$ cat config.mk
export PLATFORM = sky130hd
export DESIGN_NAME = setpoint_step_sequencer
export DESIGN_NICKNAME = d
export VERILOG_FILES = /design/src/verilog/setpoint_pkg.sv /design/src/verilog/setpoint_step_sequencer.sv
export VERILOG_INCLUDE_DIRS = /design/src /design/src/verilog
export SDC_FILE = /design/constraint.sdc
export NUM_CORES = 2
export LEC_CHECK = 0
export BUFFER_PORTS_ARGS = -buffer_cell sky130_fd_sc_hd__buf_2
export CAP_MARGIN = 20
export CORE_MARGIN = 4
export CORE_UTILIZATION = 25
export CTS_CLUSTER_SIZE = 30
export DETAILED_ROUTE_END_ITERATION = 10
export GPL_TIMING_DRIVEN = 0
export SLEW_MARGIN = 20
export SYNTH_ARGS = -nofsm -noshare
export SYNTH_HDL_FRONTEND = slang
export SYNTH_SLANG_ARGS = --single-unit
$ cat constraint.sdc
create_clock -name pclk -period 16.95 [get_ports pclk]
set_clock_uncertainty 0.2 [all_clocks]
set_input_delay 3.39 -clock pclk [delete_from_list [all_inputs] [get_ports pclk]]
set_output_delay 3.39 -clock pclk [all_outputs]
set_load 0.01 [all_outputs]
$ cat src/verilog/setpoint_consts.svh
`ifndef SETPOINT_CONSTS_SVH
`define SETPOINT_CONSTS_SVH

// ***************************************************
// register offsets
// ***************************************************
`define OFS_MODE        12'h000
`define OFS_RANGE       12'h004
`define OFS_SP_LOW      12'h008
`define OFS_SP_HIGH     12'h00C
`define OFS_CONFIG      12'h010
`define OFS_CONTACT     12'h014
`define OFS_STATUS      12'h018
`define OFS_WORKING     12'h01C
`define OFS_LOCAL_SP    12'h020
`define OFS_RAMP_RATE   12'h024
`define OFS_RESTORE     12'h028
`define OFS_STEP_BASE   12'h080

// ***************************************************
// field positions in the config register
// ***************************************************
`define CFG_TYPE_LSB    0
`define CFG_UNIT_LSB    2
`define CFG_SOAKU_LSB   4
`define CFG_END_LSB     6
`define CFG_COUNT_LSB   8

// ***************************************************
// codes and reset values
// ***************************************************
`define RAMP_CTL_CODE   5'h0D
`define CONTACT_RESET   5'h00
`define TYPE_RESET      2'h0
`define UNIT_RESET      2'h1
`define SOAKU_RESET     2'h0
`define END_RESET       2'h0
`define COUNT_RESET     4'h1
`define GAIN_RESET      4'h1

// ***************************************************
// timing
// ***************************************************
`define TENTH_NS        100000000
`define CLK_NS          50
`define TENTHS_PER_SEC  16'd10
`define TENTHS_PER_MIN  16'd600
`define TENTHS_PER_HOUR 16'd36000

`endif

$ cat src/verilog/setpoint_pkg.sv
package setpoint_pkg;
   typedef enum logic [1:0] {st_ready, st_ramp, st_soak, st_hold} prog_state_t;
   typedef logic signed [15:0] sp_t;
   typedef logic signed [19:0] sp_fine_t;
endpackage

$ cat src/verilog/setpoint_step_sequencer.sv
// Our own choices: the APB register port and the address map.
`timescale 1ns/1ns
`include "setpoint_consts.svh"

// Overview of operation
// [RL1] working setpoint stays between the limits
// [RL2] inverted limits are swapped silently
// [RL3] range type write reloads both limits
// [RL4] contact selectors: 13 ramp control, reset 0
// [RL5] contact off enables ramp, on disables
// [RL6] software assigns ramp control to one contact
// [RL7] ramp disabled: setpoint jumps to target
// [RL8] eight steps: target, rate, soak, gain
// [RL9] each step ramps then soaks
// [RL10] program advances only in RUN mode
// [RL11] step count 1 to 8, reset 1
// [RL12] ramp type: standard, multi, program
// [RL13] type 2 power return: READY, step 1
// [RL14] type 3 soak loss resumes soak start
// [RL15] type 3 ramp loss restarts from process value
// [RL16] type 3 ramp loss with alarm skips to soak
// [RL17] type 3 run stores progress each phase change
// [RL18] switching to program type in RUN forces READY
// [RL19] program enabled forces local setpoint
// [RL20] ramp unit per second, minute, hour
// [RL21] ramp resolution one digit finer
// [RL22] soak unit tenth second, second, minute
// [RL23] program end: ready, loop or hold
// [RL24] soak expiry advances to next step ramp
// [RL25] zero rate completes ramp immediately
module setpoint_step_sequencer
   import setpoint_pkg::*;
#(
   parameter int TENTH_CYCLES = `TENTH_NS / `CLK_NS
)
(
   input  wire logic        pclk,
   input  wire logic        presetn,
   input  wire logic        psel,
   input  wire logic        penable,
   input  wire logic        pwrite,
   input  wire logic [11:0] paddr,
   input  wire logic [31:0] pwdata,
   output      logic [31:0] prdata,
   output      logic        pready,
   output      logic        pslverr,
   input  wire sp_t         process_value,
   input  wire sp_t         range_low,
   input  wire sp_t         range_high,
   input  wire logic [4:0]  contact_input,
   input  wire logic        input_alarm,
   input  wire logic        nvm_saved_running,
   input  wire logic [2:0]  nvm_saved_step,
   input  wire logic        nvm_saved_soak,
   output      sp_fine_t    working_setpoint,
   output      logic [3:0]  active_gain_set,
   output      logic        remote_select,
   output      logic        nvm_write,
   output      logic [2:0]  nvm_step,
   output      logic        nvm_soak
);

   // ***************************************************
   // helpers
   // ***************************************************
   // setpoints carry one more decimal internally than the process value
   function automatic sp_fine_t to_fine(input sp_t v);
      sp_fine_t x;
      x = {{4{v[15]}}, v};
      return (x <<< 3) + (x <<< 1); // [RL21]
   endfunction

   function automatic sp_t clamp(input sp_t v, input sp_t lo, input sp_t hi);
      return (v < lo) ? lo : ((v > hi) ? hi : v);
   endfunction

   // ***************************************************
   // registers
   // ***************************************************
   sp_t         sp_low;
   sp_t         sp_high;
   sp_t         local_sp;
   logic [15:0] ramp_rate;
   logic [7:0]  input_range_type;
   logic [1:0]  ramp_type_setting;
   logic [1:0]  ramp_unit_setting;
   logic [1:0]  soak_time_unit;
   logic [1:0]  program_end_action;
   logic [3:0]  step_count_setting;
   logic [4:0]  contact_fn [0:4];
   logic        remote_request;
   sp_t         step_target [0:7];
   logic [15:0] step_rate   [0:7];
   logic [15:0] step_soak   [0:7];
   logic [3:0]  step_gain   [0:7];

   prog_state_t state;
   prog_state_t next_state;
   logic [2:0]  step;
   logic [2:0]  next_step;
   sp_fine_t    sp_acc;
   sp_fine_t    next_sp;
   logic [15:0] soak_cnt;
   logic [15:0] next_soak;
   logic [15:0] pre_cnt;
   logic [15:0] next_pre;
   logic        run;
   logic        next_run;
   logic        nvm_evt;
   logic [31:0] tenth_cnt;
   logic [4:0]  contact_meta;
   logic [4:0]  contact_sync;
   logic        alarm_meta;
   logic        alarm_sync;
   logic [4:0]  nvm_meta;
   logic [4:0]  nvm_sync;
   logic [31:0] rd_mux;

   // ***************************************************
   // bus decode
   // ***************************************************
   wire         setup_rd    = psel && !penable && !pwrite;
   wire         wr          = psel && penable && pwrite;
   wire         in_steps    = paddr[11:7] == 5'(`OFS_STEP_BASE >> 7);
   wire [2:0]   wsel_step   = paddr[6:4];
   wire [1:0]   wsel_field  = paddr[3:2];
   wire         wr_mode     = wr && paddr == `OFS_MODE;
   wire         wr_range    = wr && paddr == `OFS_RANGE;
   wire         wr_cfg      = wr && paddr == `OFS_CONFIG;
   wire         wr_restore  = wr && paddr == `OFS_RESTORE && pwdata[0];
   wire         any_wr      = wr;
   wire [1:0]   new_type    = pwdata[`CFG_TYPE_LSB +: 2];
   wire [3:0]   new_count   = pwdata[`CFG_COUNT_LSB +: 4];
   wire         mapped      = in_steps || paddr == `OFS_MODE || paddr == `OFS_RANGE
                              || paddr == `OFS_SP_LOW || paddr == `OFS_SP_HIGH
                              || paddr == `OFS_CONFIG || paddr == `OFS_CONTACT
                              || paddr == `OFS_STATUS || paddr == `OFS_WORKING
                              || paddr == `OFS_LOCAL_SP || paddr == `OFS_RAMP_RATE
                              || paddr == `OFS_RESTORE;

   assign pready  = 1'b1;
   assign pslverr = psel && penable && !mapped;

   // ***************************************************
   // derived controls
   // ***************************************************
   wire         program_en  = ramp_type_setting[1]; // [RL12]
   wire sp_t    lo          = (sp_low > sp_high) ? sp_high : sp_low; // [RL2]
   wire sp_t    hi          = (sp_low > sp_high) ? sp_low : sp_high; // [RL2]
   wire sp_fine_t lo_f      = to_fine(lo);
   wire sp_fine_t hi_f      = to_fine(hi);
   wire sp_t    raw_tgt     = program_en ? step_target[step] : local_sp;
   wire sp_fine_t tgt_fine  = to_fine(clamp(raw_tgt, lo, hi)); // [RL1]
   wire [15:0]  cur_rate    = program_en ? step_rate[step] : ramp_rate;
   wire [15:0]  cur_soak    = step_soak[step];
   wire [4:0]   fn_ramp;
   wire         ramp_off    = |(fn_ramp & contact_sync); // [RL5]

   genvar gi;
   generate
      for (gi = 0; gi < 5; gi = gi + 1)
      begin : g_fn
         assign fn_ramp[gi] = contact_fn[gi] == `RAMP_CTL_CODE; // [RL4]
      end
   endgenerate

   wire         tenth_tick  = tenth_cnt == 32'(TENTH_CYCLES - 1);
   wire [15:0]  ramp_len    = (ramp_unit_setting == 2'h0) ? `TENTHS_PER_SEC :
                              (ramp_unit_setting == 2'h1) ? `TENTHS_PER_MIN : `TENTHS_PER_HOUR; // [RL20]
   wire [15:0]  soak_len    = (soak_time_unit == 2'h0) ? 16'h0001 :
                              (soak_time_unit == 2'h1) ? `TENTHS_PER_SEC : `TENTHS_PER_MIN; // [RL22]
   wire         ramp_tick   = tenth_tick && (pre_cnt + 16'h0001 >= ramp_len);
   wire         soak_tick   = tenth_tick && (pre_cnt + 16'h0001 >= soak_len);
   wire sp_fine_t rate_f    = {4'h0, cur_rate};
   wire sp_fine_t up_sum    = sp_acc + rate_f;
   wire sp_fine_t dn_sum    = sp_acc - rate_f;
   wire sp_fine_t ramp_next = (sp_acc < tgt_fine) ? ((up_sum > tgt_fine) ? tgt_fine : up_sum)
                                                  : ((dn_sum < tgt_fine) ? tgt_fine : dn_sum);
   wire         last_step   = {1'b0, step} + 4'h1 >= step_count_setting; // [RL11]
   wire sp_fine_t out_sp    = (next_sp < lo_f) ? lo_f : ((next_sp > hi_f) ? hi_f : next_sp);

   // ***************************************************
   // register file writes
   // ***************************************************
   always_ff @(posedge pclk or negedge presetn)
   begin
      if (!presetn)
      begin
         sp_low             <= '0;
         sp_high            <= '0;
         local_sp           <= '0;
         ramp_rate          <= '0;
         input_range_type   <= '0;
         ramp_type_setting  <= `TYPE_RESET;
         ramp_unit_setting  <= `UNIT_RESET;
         soak_time_unit     <= `SOAKU_RESET;
         program_end_action <= `END_RESET;
         step_count_setting <= `COUNT_RESET;
         remote_request     <= 1'b0;
         for (int i = 0; i < 5; i++)
            contact_fn[i] <= `CONTACT_RESET; // [RL4]
         for (int i = 0; i < 8; i++)
         begin
            step_target[i] <= '0;
            step_rate[i]   <= '0;
            step_soak[i]   <= '0;
            step_gain[i]   <= `GAIN_RESET;
         end
      end
      else if (wr)
      begin
         if (wr_range)
         begin
            input_range_type <= pwdata[7:0];
            sp_low           <= range_low; // [RL3]
            sp_high          <= range_high; // [RL3]
         end
         else if (paddr == `OFS_MODE)
            remote_request <= pwdata[1];
         else if (paddr == `OFS_SP_LOW)
            sp_low <= pwdata[15:0];
         else if (paddr == `OFS_SP_HIGH)
            sp_high <= pwdata[15:0];
         else if (paddr == `OFS_LOCAL_SP)
            local_sp <= pwdata[15:0];
         else if (paddr == `OFS_RAMP_RATE)
            ramp_rate <= pwdata[15:0];
         else if (wr_cfg)
         begin
            ramp_type_setting  <= new_type; // [RL12]
            ramp_unit_setting  <= (pwdata[`CFG_UNIT_LSB +: 2] == 2'h3) ? ramp_unit_setting
                                  : pwdata[`CFG_UNIT_LSB +: 2];
            soak_time_unit     <= (pwdata[`CFG_SOAKU_LSB +: 2] == 2'h3) ? soak_time_unit
                                  : pwdata[`CFG_SOAKU_LSB +: 2];
            program_end_action <= (pwdata[`CFG_END_LSB +: 2] == 2'h3) ? program_end_action
                                  : pwdata[`CFG_END_LSB +: 2];
            // out-of-range counts keep the old value rather than wrapping
            if (new_count >= 4'h1 && new_count <= 4'h8)
               step_count_setting <= new_count; // [RL11]
         end
         else if (paddr == `OFS_CONTACT)
         begin
            for (int i = 0; i < 5; i++)
               contact_fn[i] <= pwdata[i*5 +: 5];
         end
         else if (in_steps)
         begin
            if (wsel_field == 2'h0)
               step_target[wsel_step] <= pwdata[15:0]; // [RL8]
            else if (wsel_field == 2'h1)
               step_rate[wsel_step] <= pwdata[15:0];
            else if (wsel_field == 2'h2)
               step_soak[wsel_step] <= pwdata[15:0];
            else if (pwdata[3:0] >= 4'h1 && pwdata[3:0] <= 4'h8)
               step_gain[wsel_step] <= pwdata[3:0];
         end
      end
   end

   // ***************************************************
   // program engine
   // ***************************************************
   always_comb
   begin
      next_state = state;
      next_step  = step;
      next_sp    = sp_acc;
      next_soak  = soak_cnt;
      next_pre   = tenth_tick ? pre_cnt + 16'h0001 : pre_cnt;
      next_run   = run;
      nvm_evt    = 1'b0;
      if (!program_en)
      begin
         next_state = st_ready;
         next_step  = '0;
         if (wr_mode)
            next_run = pwdata[0];
         if (wr_cfg && new_type[1])
            next_run = 1'b0; // [RL18]
         if (ramp_off || cur_rate == 16'h0000)
            next_sp = tgt_fine; // [RL7] [RL25]
         else if (ramp_tick)
         begin
            next_sp  = ramp_next;
            next_pre = '0;
         end
      end
      else if (wr_restore)
      begin
         next_pre  = '0;
         next_soak = '0;
         if (ramp_type_setting == 2'h2)
         begin
            next_run   = 1'b0; // [RL13]
            next_state = st_ready;
            next_step  = '0;
         end
         else if (nvm_sync[4])
         begin
            next_run  = 1'b1;
            next_step = nvm_sync[2:0];
            if (nvm_sync[3] || alarm_sync)
               next_state = st_soak; // [RL14] [RL16]
            else
            begin
               next_state = st_ramp;
               next_sp    = to_fine(process_value); // [RL15]
            end
         end
      end
      else if (!run || (wr_mode && !pwdata[0]))
      begin
         next_run   = 1'b0;
         next_state = st_ready; // [RL10]
         next_step  = '0;
         if (!run && wr_mode && pwdata[0])
         begin
            next_run   = 1'b1;
            next_state = st_ramp;
            next_pre   = '0;
            nvm_evt    = 1'b1;
         end
      end
      else
      begin
         case (state)
            st_ramp:
               if (ramp_off || cur_rate == 16'h0000 || sp_acc == tgt_fine)
               begin
                  next_sp    = tgt_fine; // [RL7] [RL25]
                  next_state = st_soak; // [RL9]
                  next_soak  = '0;
                  next_pre   = '0;
                  nvm_evt    = 1'b1;
               end
               else if (ramp_tick)
               begin
                  next_sp  = ramp_next; // [RL9]
                  next_pre = '0;
               end
            st_soak:
            begin
               next_sp = tgt_fine; // [RL9]
               if (soak_cnt >= cur_soak)
               begin
                  next_pre = '0;
                  nvm_evt  = 1'b1;
                  if (!last_step)
                  begin
                     next_step  = step + 3'h1; // [RL24]
                     next_state = st_ramp;
                  end
                  else if (program_end_action == 2'h0)
                  begin
                     next_run   = 1'b0; // [RL23]
                     next_state = st_ready;
                     next_step  = '0;
                  end
                  else if (program_end_action == 2'h1)
                  begin
                     next_step  = '0; // [RL23]
                     next_state = st_ramp;
                  end
                  else
                     next_state = st_hold; // [RL23]
               end
               else if (soak_tick)
               begin
                  next_soak = soak_cnt + 16'h0001;
                  next_pre  = '0;
               end
            end
            st_hold:
               next_sp = tgt_fine;
            default:
               next_state = st_ramp;
         endcase
      end
   end

   always_ff @(posedge pclk or negedge presetn)
   begin
      if (!presetn)
      begin
         state    <= st_ready;
         step     <= '0;
         sp_acc   <= '0;
         soak_cnt <= '0;
         pre_cnt  <= '0;
         run      <= 1'b0;
      end
      else
      begin
         state    <= next_state;
         step     <= next_step;
         sp_acc   <= next_sp;
         soak_cnt <= next_soak;
         pre_cnt  <= next_pre;
         run      <= next_run;
      end
   end

   // ***************************************************
   // outputs, synchronisers, time base
   // ***************************************************
   always_ff @(posedge pclk or negedge presetn)
   begin
      if (!presetn)
      begin
         working_setpoint <= '0;
         active_gain_set  <= `GAIN_RESET;
         remote_select    <= 1'b0;
         nvm_write        <= 1'b0;
         nvm_step         <= '0;
         nvm_soak         <= 1'b0;
         prdata           <= '0;
         tenth_cnt        <= '0;
         contact_meta     <= '0;
         contact_sync     <= '0;
         alarm_meta       <= 1'b0;
         alarm_sync       <= 1'b0;
         nvm_meta         <= '0;
         nvm_sync         <= '0;
      end
      else
      begin
         working_setpoint <= out_sp; // [RL1]
         active_gain_set  <= program_en ? step_gain[next_step] : `GAIN_RESET;
         remote_select    <= remote_request && !program_en; // [RL19]
         nvm_write        <= nvm_evt && ramp_type_setting == 2'h3; // [RL17]
         nvm_step         <= nvm_evt ? next_step : nvm_step;
         nvm_soak         <= nvm_evt ? (next_state == st_soak) : nvm_soak;
         tenth_cnt        <= tenth_tick ? '0 : tenth_cnt + 32'h1;
         contact_meta     <= contact_input;
         contact_sync     <= contact_meta;
         alarm_meta       <= input_alarm;
         alarm_sync       <= alarm_meta;
         nvm_meta         <= {nvm_saved_running, nvm_saved_soak, nvm_saved_step};
         nvm_sync         <= nvm_meta;
         if (setup_rd)
            prdata <= rd_mux;
      end
   end

   assign rd_mux =
      (paddr == `OFS_MODE)      ? {29'h0, remote_select, remote_request, run} :
      (paddr == `OFS_RANGE)     ? {24'h0, input_range_type} :
      (paddr == `OFS_SP_LOW)    ? {16'h0, sp_low} :
      (paddr == `OFS_SP_HIGH)   ? {16'h0, sp_high} :
      (paddr == `OFS_CONFIG)    ? {20'h0, step_count_setting, program_end_action, soak_time_unit,
                                   ramp_unit_setting, ramp_type_setting} :
      (paddr == `OFS_CONTACT)   ? {7'h0, contact_fn[4], contact_fn[3], contact_fn[2],
                                   contact_fn[1], contact_fn[0]} :
      (paddr == `OFS_STATUS)    ? {25'h0, ramp_off, run, state, step} :
      (paddr == `OFS_WORKING)   ? {{12{working_setpoint[19]}}, working_setpoint} :
      (paddr == `OFS_LOCAL_SP)  ? {16'h0, local_sp} :
      (paddr == `OFS_RAMP_RATE) ? {16'h0, ramp_rate} :
      (in_steps && wsel_field == 2'h0) ? {16'h0, step_target[wsel_step]} :
      (in_steps && wsel_field == 2'h1) ? {16'h0, step_rate[wsel_step]} :
      (in_steps && wsel_field == 2'h2) ? {16'h0, step_soak[wsel_step]} :
      (in_steps)                       ? {28'h0, step_gain[wsel_step]} : 32'h0;
endmodule

==> flow_metrics.env <==
export IMPL_status="completed"
export IMPL_tightest_slew_ps=1250
export IMPL_period_minus_slack_ps=16440
export IMPL_setup_tns_ps=0
export IMPL_intPower_w=0.00291
export IMPL_required_ps=17290
export IMPL_postLayoutCellArea_um2=52800
export IMPL_gr_usage_met3_pct=4.38
export IMPL_grt_pass1_wl_mm=281
export IMPL_worst_path_max_fanout=10
export IMPL_grtUsageMet2_pct=30.9
export IMPL_slowest_stage="or4_4"
export IMPL_syn_avg_cell_area_um2=10.2
export IMPL_reg2regPathDepth=65
export IMPL_synth_mux_area_share_pct=18.8
export IMPL_top_usage_layer="met2"
export IMPL_root_buffer="clkbuf_16"
export IMPL_dp_hpwl_mm=151
export IMPL_finalCritPeriodShare_pct=97.0
export IMPL_rows=156
export IMPL_numCtsBuffers=81
export IMPL_yosysTopAreaCellShare_pct=37.5
export IMPL_first_pass_iters=6
export IMPL_die_w_um=435
export IMPL_post_synth_xor_area_fraction_pct=3.04
export IMPL_total_leakage_power_nw=23.6
export IMPL_synth_area_um2=45500
export IMPL_hp_class="reg2reg"
export IMPL_p_sw_w=0.00112
export IMPL_ir_worst_vdd_v=0.0000807
export IMPL_ys_types=109
export IMPL_mostFrequentLayoutCells="dfrtp_1, mux2_2, nor2_1, ha_1, nand2_1"
export IMPL_syn2layout_area_growth_pct=15.9
export IMPL_cts_tree="yes"
export IMPL_synthFlopType="dfrtp_1"
export IMPL_synth_adder_area_share_pct=7.63
export IMPL_cp_end_kind="flop"
export IMPL_clock_latency_ps=690
export IMPL_numPortBuffers=151
export IMPL_ys_ff_latch=694
export IMPL_drtIter0Drc=4730
export IMPL_dp_cells=7011
export IMPL_crit_type="reg2reg"
export IMPL_pin_count=172
export IMPL_placed_cell_area_um2=49800
export IMPL_dieArea_um2=189000
export IMPL_htreeDepth=3
export IMPL_gp_congestion=0.981
export IMPL_fmax_ghz=0.0608
export IMPL_syn_inst=4463
export IMPL_wl_per_cell_um=27.3
export IMPL_arrival_ps=16780
export IMPL_setup_violations=0
export IMPL_max_slew_margin_pct=16.5
export IMPL_track_usage_pct=19.8
export IMPL_cts_num_sinks=694
export IMPL_async_flop_share_pct=100
export IMPL_p_seq_share_pct=41.7
export IMPL_instances_no_fill=7176
export IMPL_clk_pin_slew_ps=60
export IMPL_layout_drive_gt1_share_pct=22.2
export IMPL_yosysWarnings=0
export IMPL_powerDensity_nw_per_um2=76.4
export IMPL_first_global_vias=39858
export IMPL_synth_yosys_seq_area_share_pct=38.2
export IMPL_grt_overflow=0
export IMPL_startpoint_type="flop"
export IMPL_p_total_w=0.00404
export IMPL_grt_use_met1_pct=25.1
export IMPL_hold_viol=0
export IMPL_grt_max_degree=98
export IMPL_wl_mm=196
export IMPL_num_vias=40709
export IMPL_nets=5106
export IMPL_synth_compound_area_share_pct=16.8
export IMPL_drcViolationCount=0
export IMPL_vias_per_cell=5.67
export IMPL_swShare_pct=27.8
export IMPL_coreArea_um2=181000
export IMPL_yosys_area_top_type="dfrtp_1"
export IMPL_final_common_cell="dfrtp_1"
export IMPL_synth_edff_count=0
export IMPL_cts_buffer_depth=3
export IMPL_clockPowerShare_pct=46.6
export IMPL_initial_utilization_pct=25.2
export IMPL_die_height_um=435
export IMPL_synthTopCellsByArea="dfrtp_1, mux2_2, ha_1, mux4_2, a21oi_1"
export IMPL_whs_path_depth=0
export IMPL_rsz0062_at_grt="no"
export IMPL_cts_hold_fix_buffers=0
export IMPL_final_util_pct=29.2
export IMPL_drv_slew=0
export IMPL_comb_power_share_pct=11.7
export IMPL_synth_top_family_by_area="multiplexers"
export IMPL_slowest_delay_ps=640
export IMPL_yosys_area_share_simple_pct=11.7
export IMPL_max_cap_violations=0
export IMPL_syn_nets=4841
export IMPL_antenna_found_initial=29
export IMPL_ant_nets=0
-- kinds of logic (layout without fill, tap and decap cells) --
kind of cell	after synthesis	after routing
XOR/XNOR	152	152
buffers and inverters	448	780
flip-flops	694	694
adder cells (fa/ha/maj)	276	276
multiplexers	675	675
AND/OR/NAND/NOR	1095	1095
other	1	12
AO/OA/AOI/OAI	1122	1122
-- cell usage after synthesis, types with 79 or more instances --
master      n
nor3_1     79
ha_1      265
mux2i_1    79
dfrtp_1   683
mux2_2    500
o22ai_1   157
nand3_1    82
nand2_1   251
xnor2_1    91
o21ai_0   157
mux4_2     96
a21oi_1   254
nor2_1    332
clkbuf_1  234
inv_1     158
-- registers in the layout, summed over array words and instances (netlist names), 20 cells and up --
register          flops
contact_fn           25
prdata               26
sp_acc               20
step_gain            32
step_rate           128
step_soak           128
step_target         128
tenth_cnt            32
working_setpoint     20
-- timing repair --
action,in CTS,in global routing
endpoints found under the hold margin,0,0
gates resized for setup,13,36
pin swaps,0,1
buffers inserted,0,1
endpoints found under the setup margin,20,19
-- stage by stage --
stage | hold WS (ps) | setup slack, ps
6_report | 147 | 505
5_1_grt | 156 | 53.6
4_1_cts | 148 | 103
3_5_place_dp | 135 | -1890
3_3_place_gp | 131 | -2740
2_1_floorplan | 131 | 3930
-- area by class of cell --
cell class	instances	area [µm²]
multi-input combinational	3321	26600
inverter	161	607
fill	18638	128000
sequential	694	17400
antenna	11	27.5
clock buffer	107	2310
clock inverter	43	544
timing repair buffer	182	1150
tap	2370	2970
buffer	287	1180
-- routing by layer --
metal,share of wire [%],routed length [µm],vias up
li1,-,-,17356
met3,9.6,18800,563
met4,6.9,13500,2
met5,0.0066,13,-
met2,45,87300,2385
met1,39,76200,20403
-- power groups by stage --
stage / logic (W) / clock network (W) / registers, W
after CTS: 0.000458 / 0.00190 / 0.00168
after global placement: 0.000442 / 0 / 0.00172
after detailed placement: 0.000454 / 0 / 0.00171
after global routing: 0.000505 / 0.00196 / 0.00168
final: 0.000473 / 0.00188 / 0.00168
after floorplan: 0.000259 / 0 / 0.00171
-- critical path: cells and delay by family (launching register included) --
kind / cells / cell delay, ps
xor gates and xnor gates: 1 / 300
DFF: 1 / 440
buffers and inverters: 9 / 2430
adders and majority gates: 6 / 2280
AOI/OAI and AO/OA: 30 / 6960
and+or+nand+nor: 19 / 3640
-- path summary, 6_finish.rpt --
| kind | slack, ps | from | end |
|---|---|---|---|
| setup / recovery | 510 | sp_high[15]$_DFFE_PN0P_ | working_setpoint[18]$_DFF_PN0_ |
| setup reg to reg | 510 | sp_high[15]$_DFFE_PN0P_ | working_setpoint[18]$_DFF_PN0_ |
| min in group asynchronous | 2460 | presetn | step_soak[58]$_DFFE_PN0P_ |
| hold reg to reg | 150 | nvm_meta[2]$_DFF_PN0_ | nvm_sync[2]$_DFF_PN0_ |
| max in group asynchronous | 12100 | presetn | ramp_unit_setting[0]$_DFFE_PN1P_ |
| hold / removal | 150 | nvm_meta[2]$_DFF_PN0_ | nvm_sync[2]$_DFF_PN0_ |
Power figures use the tool's default switching activity.
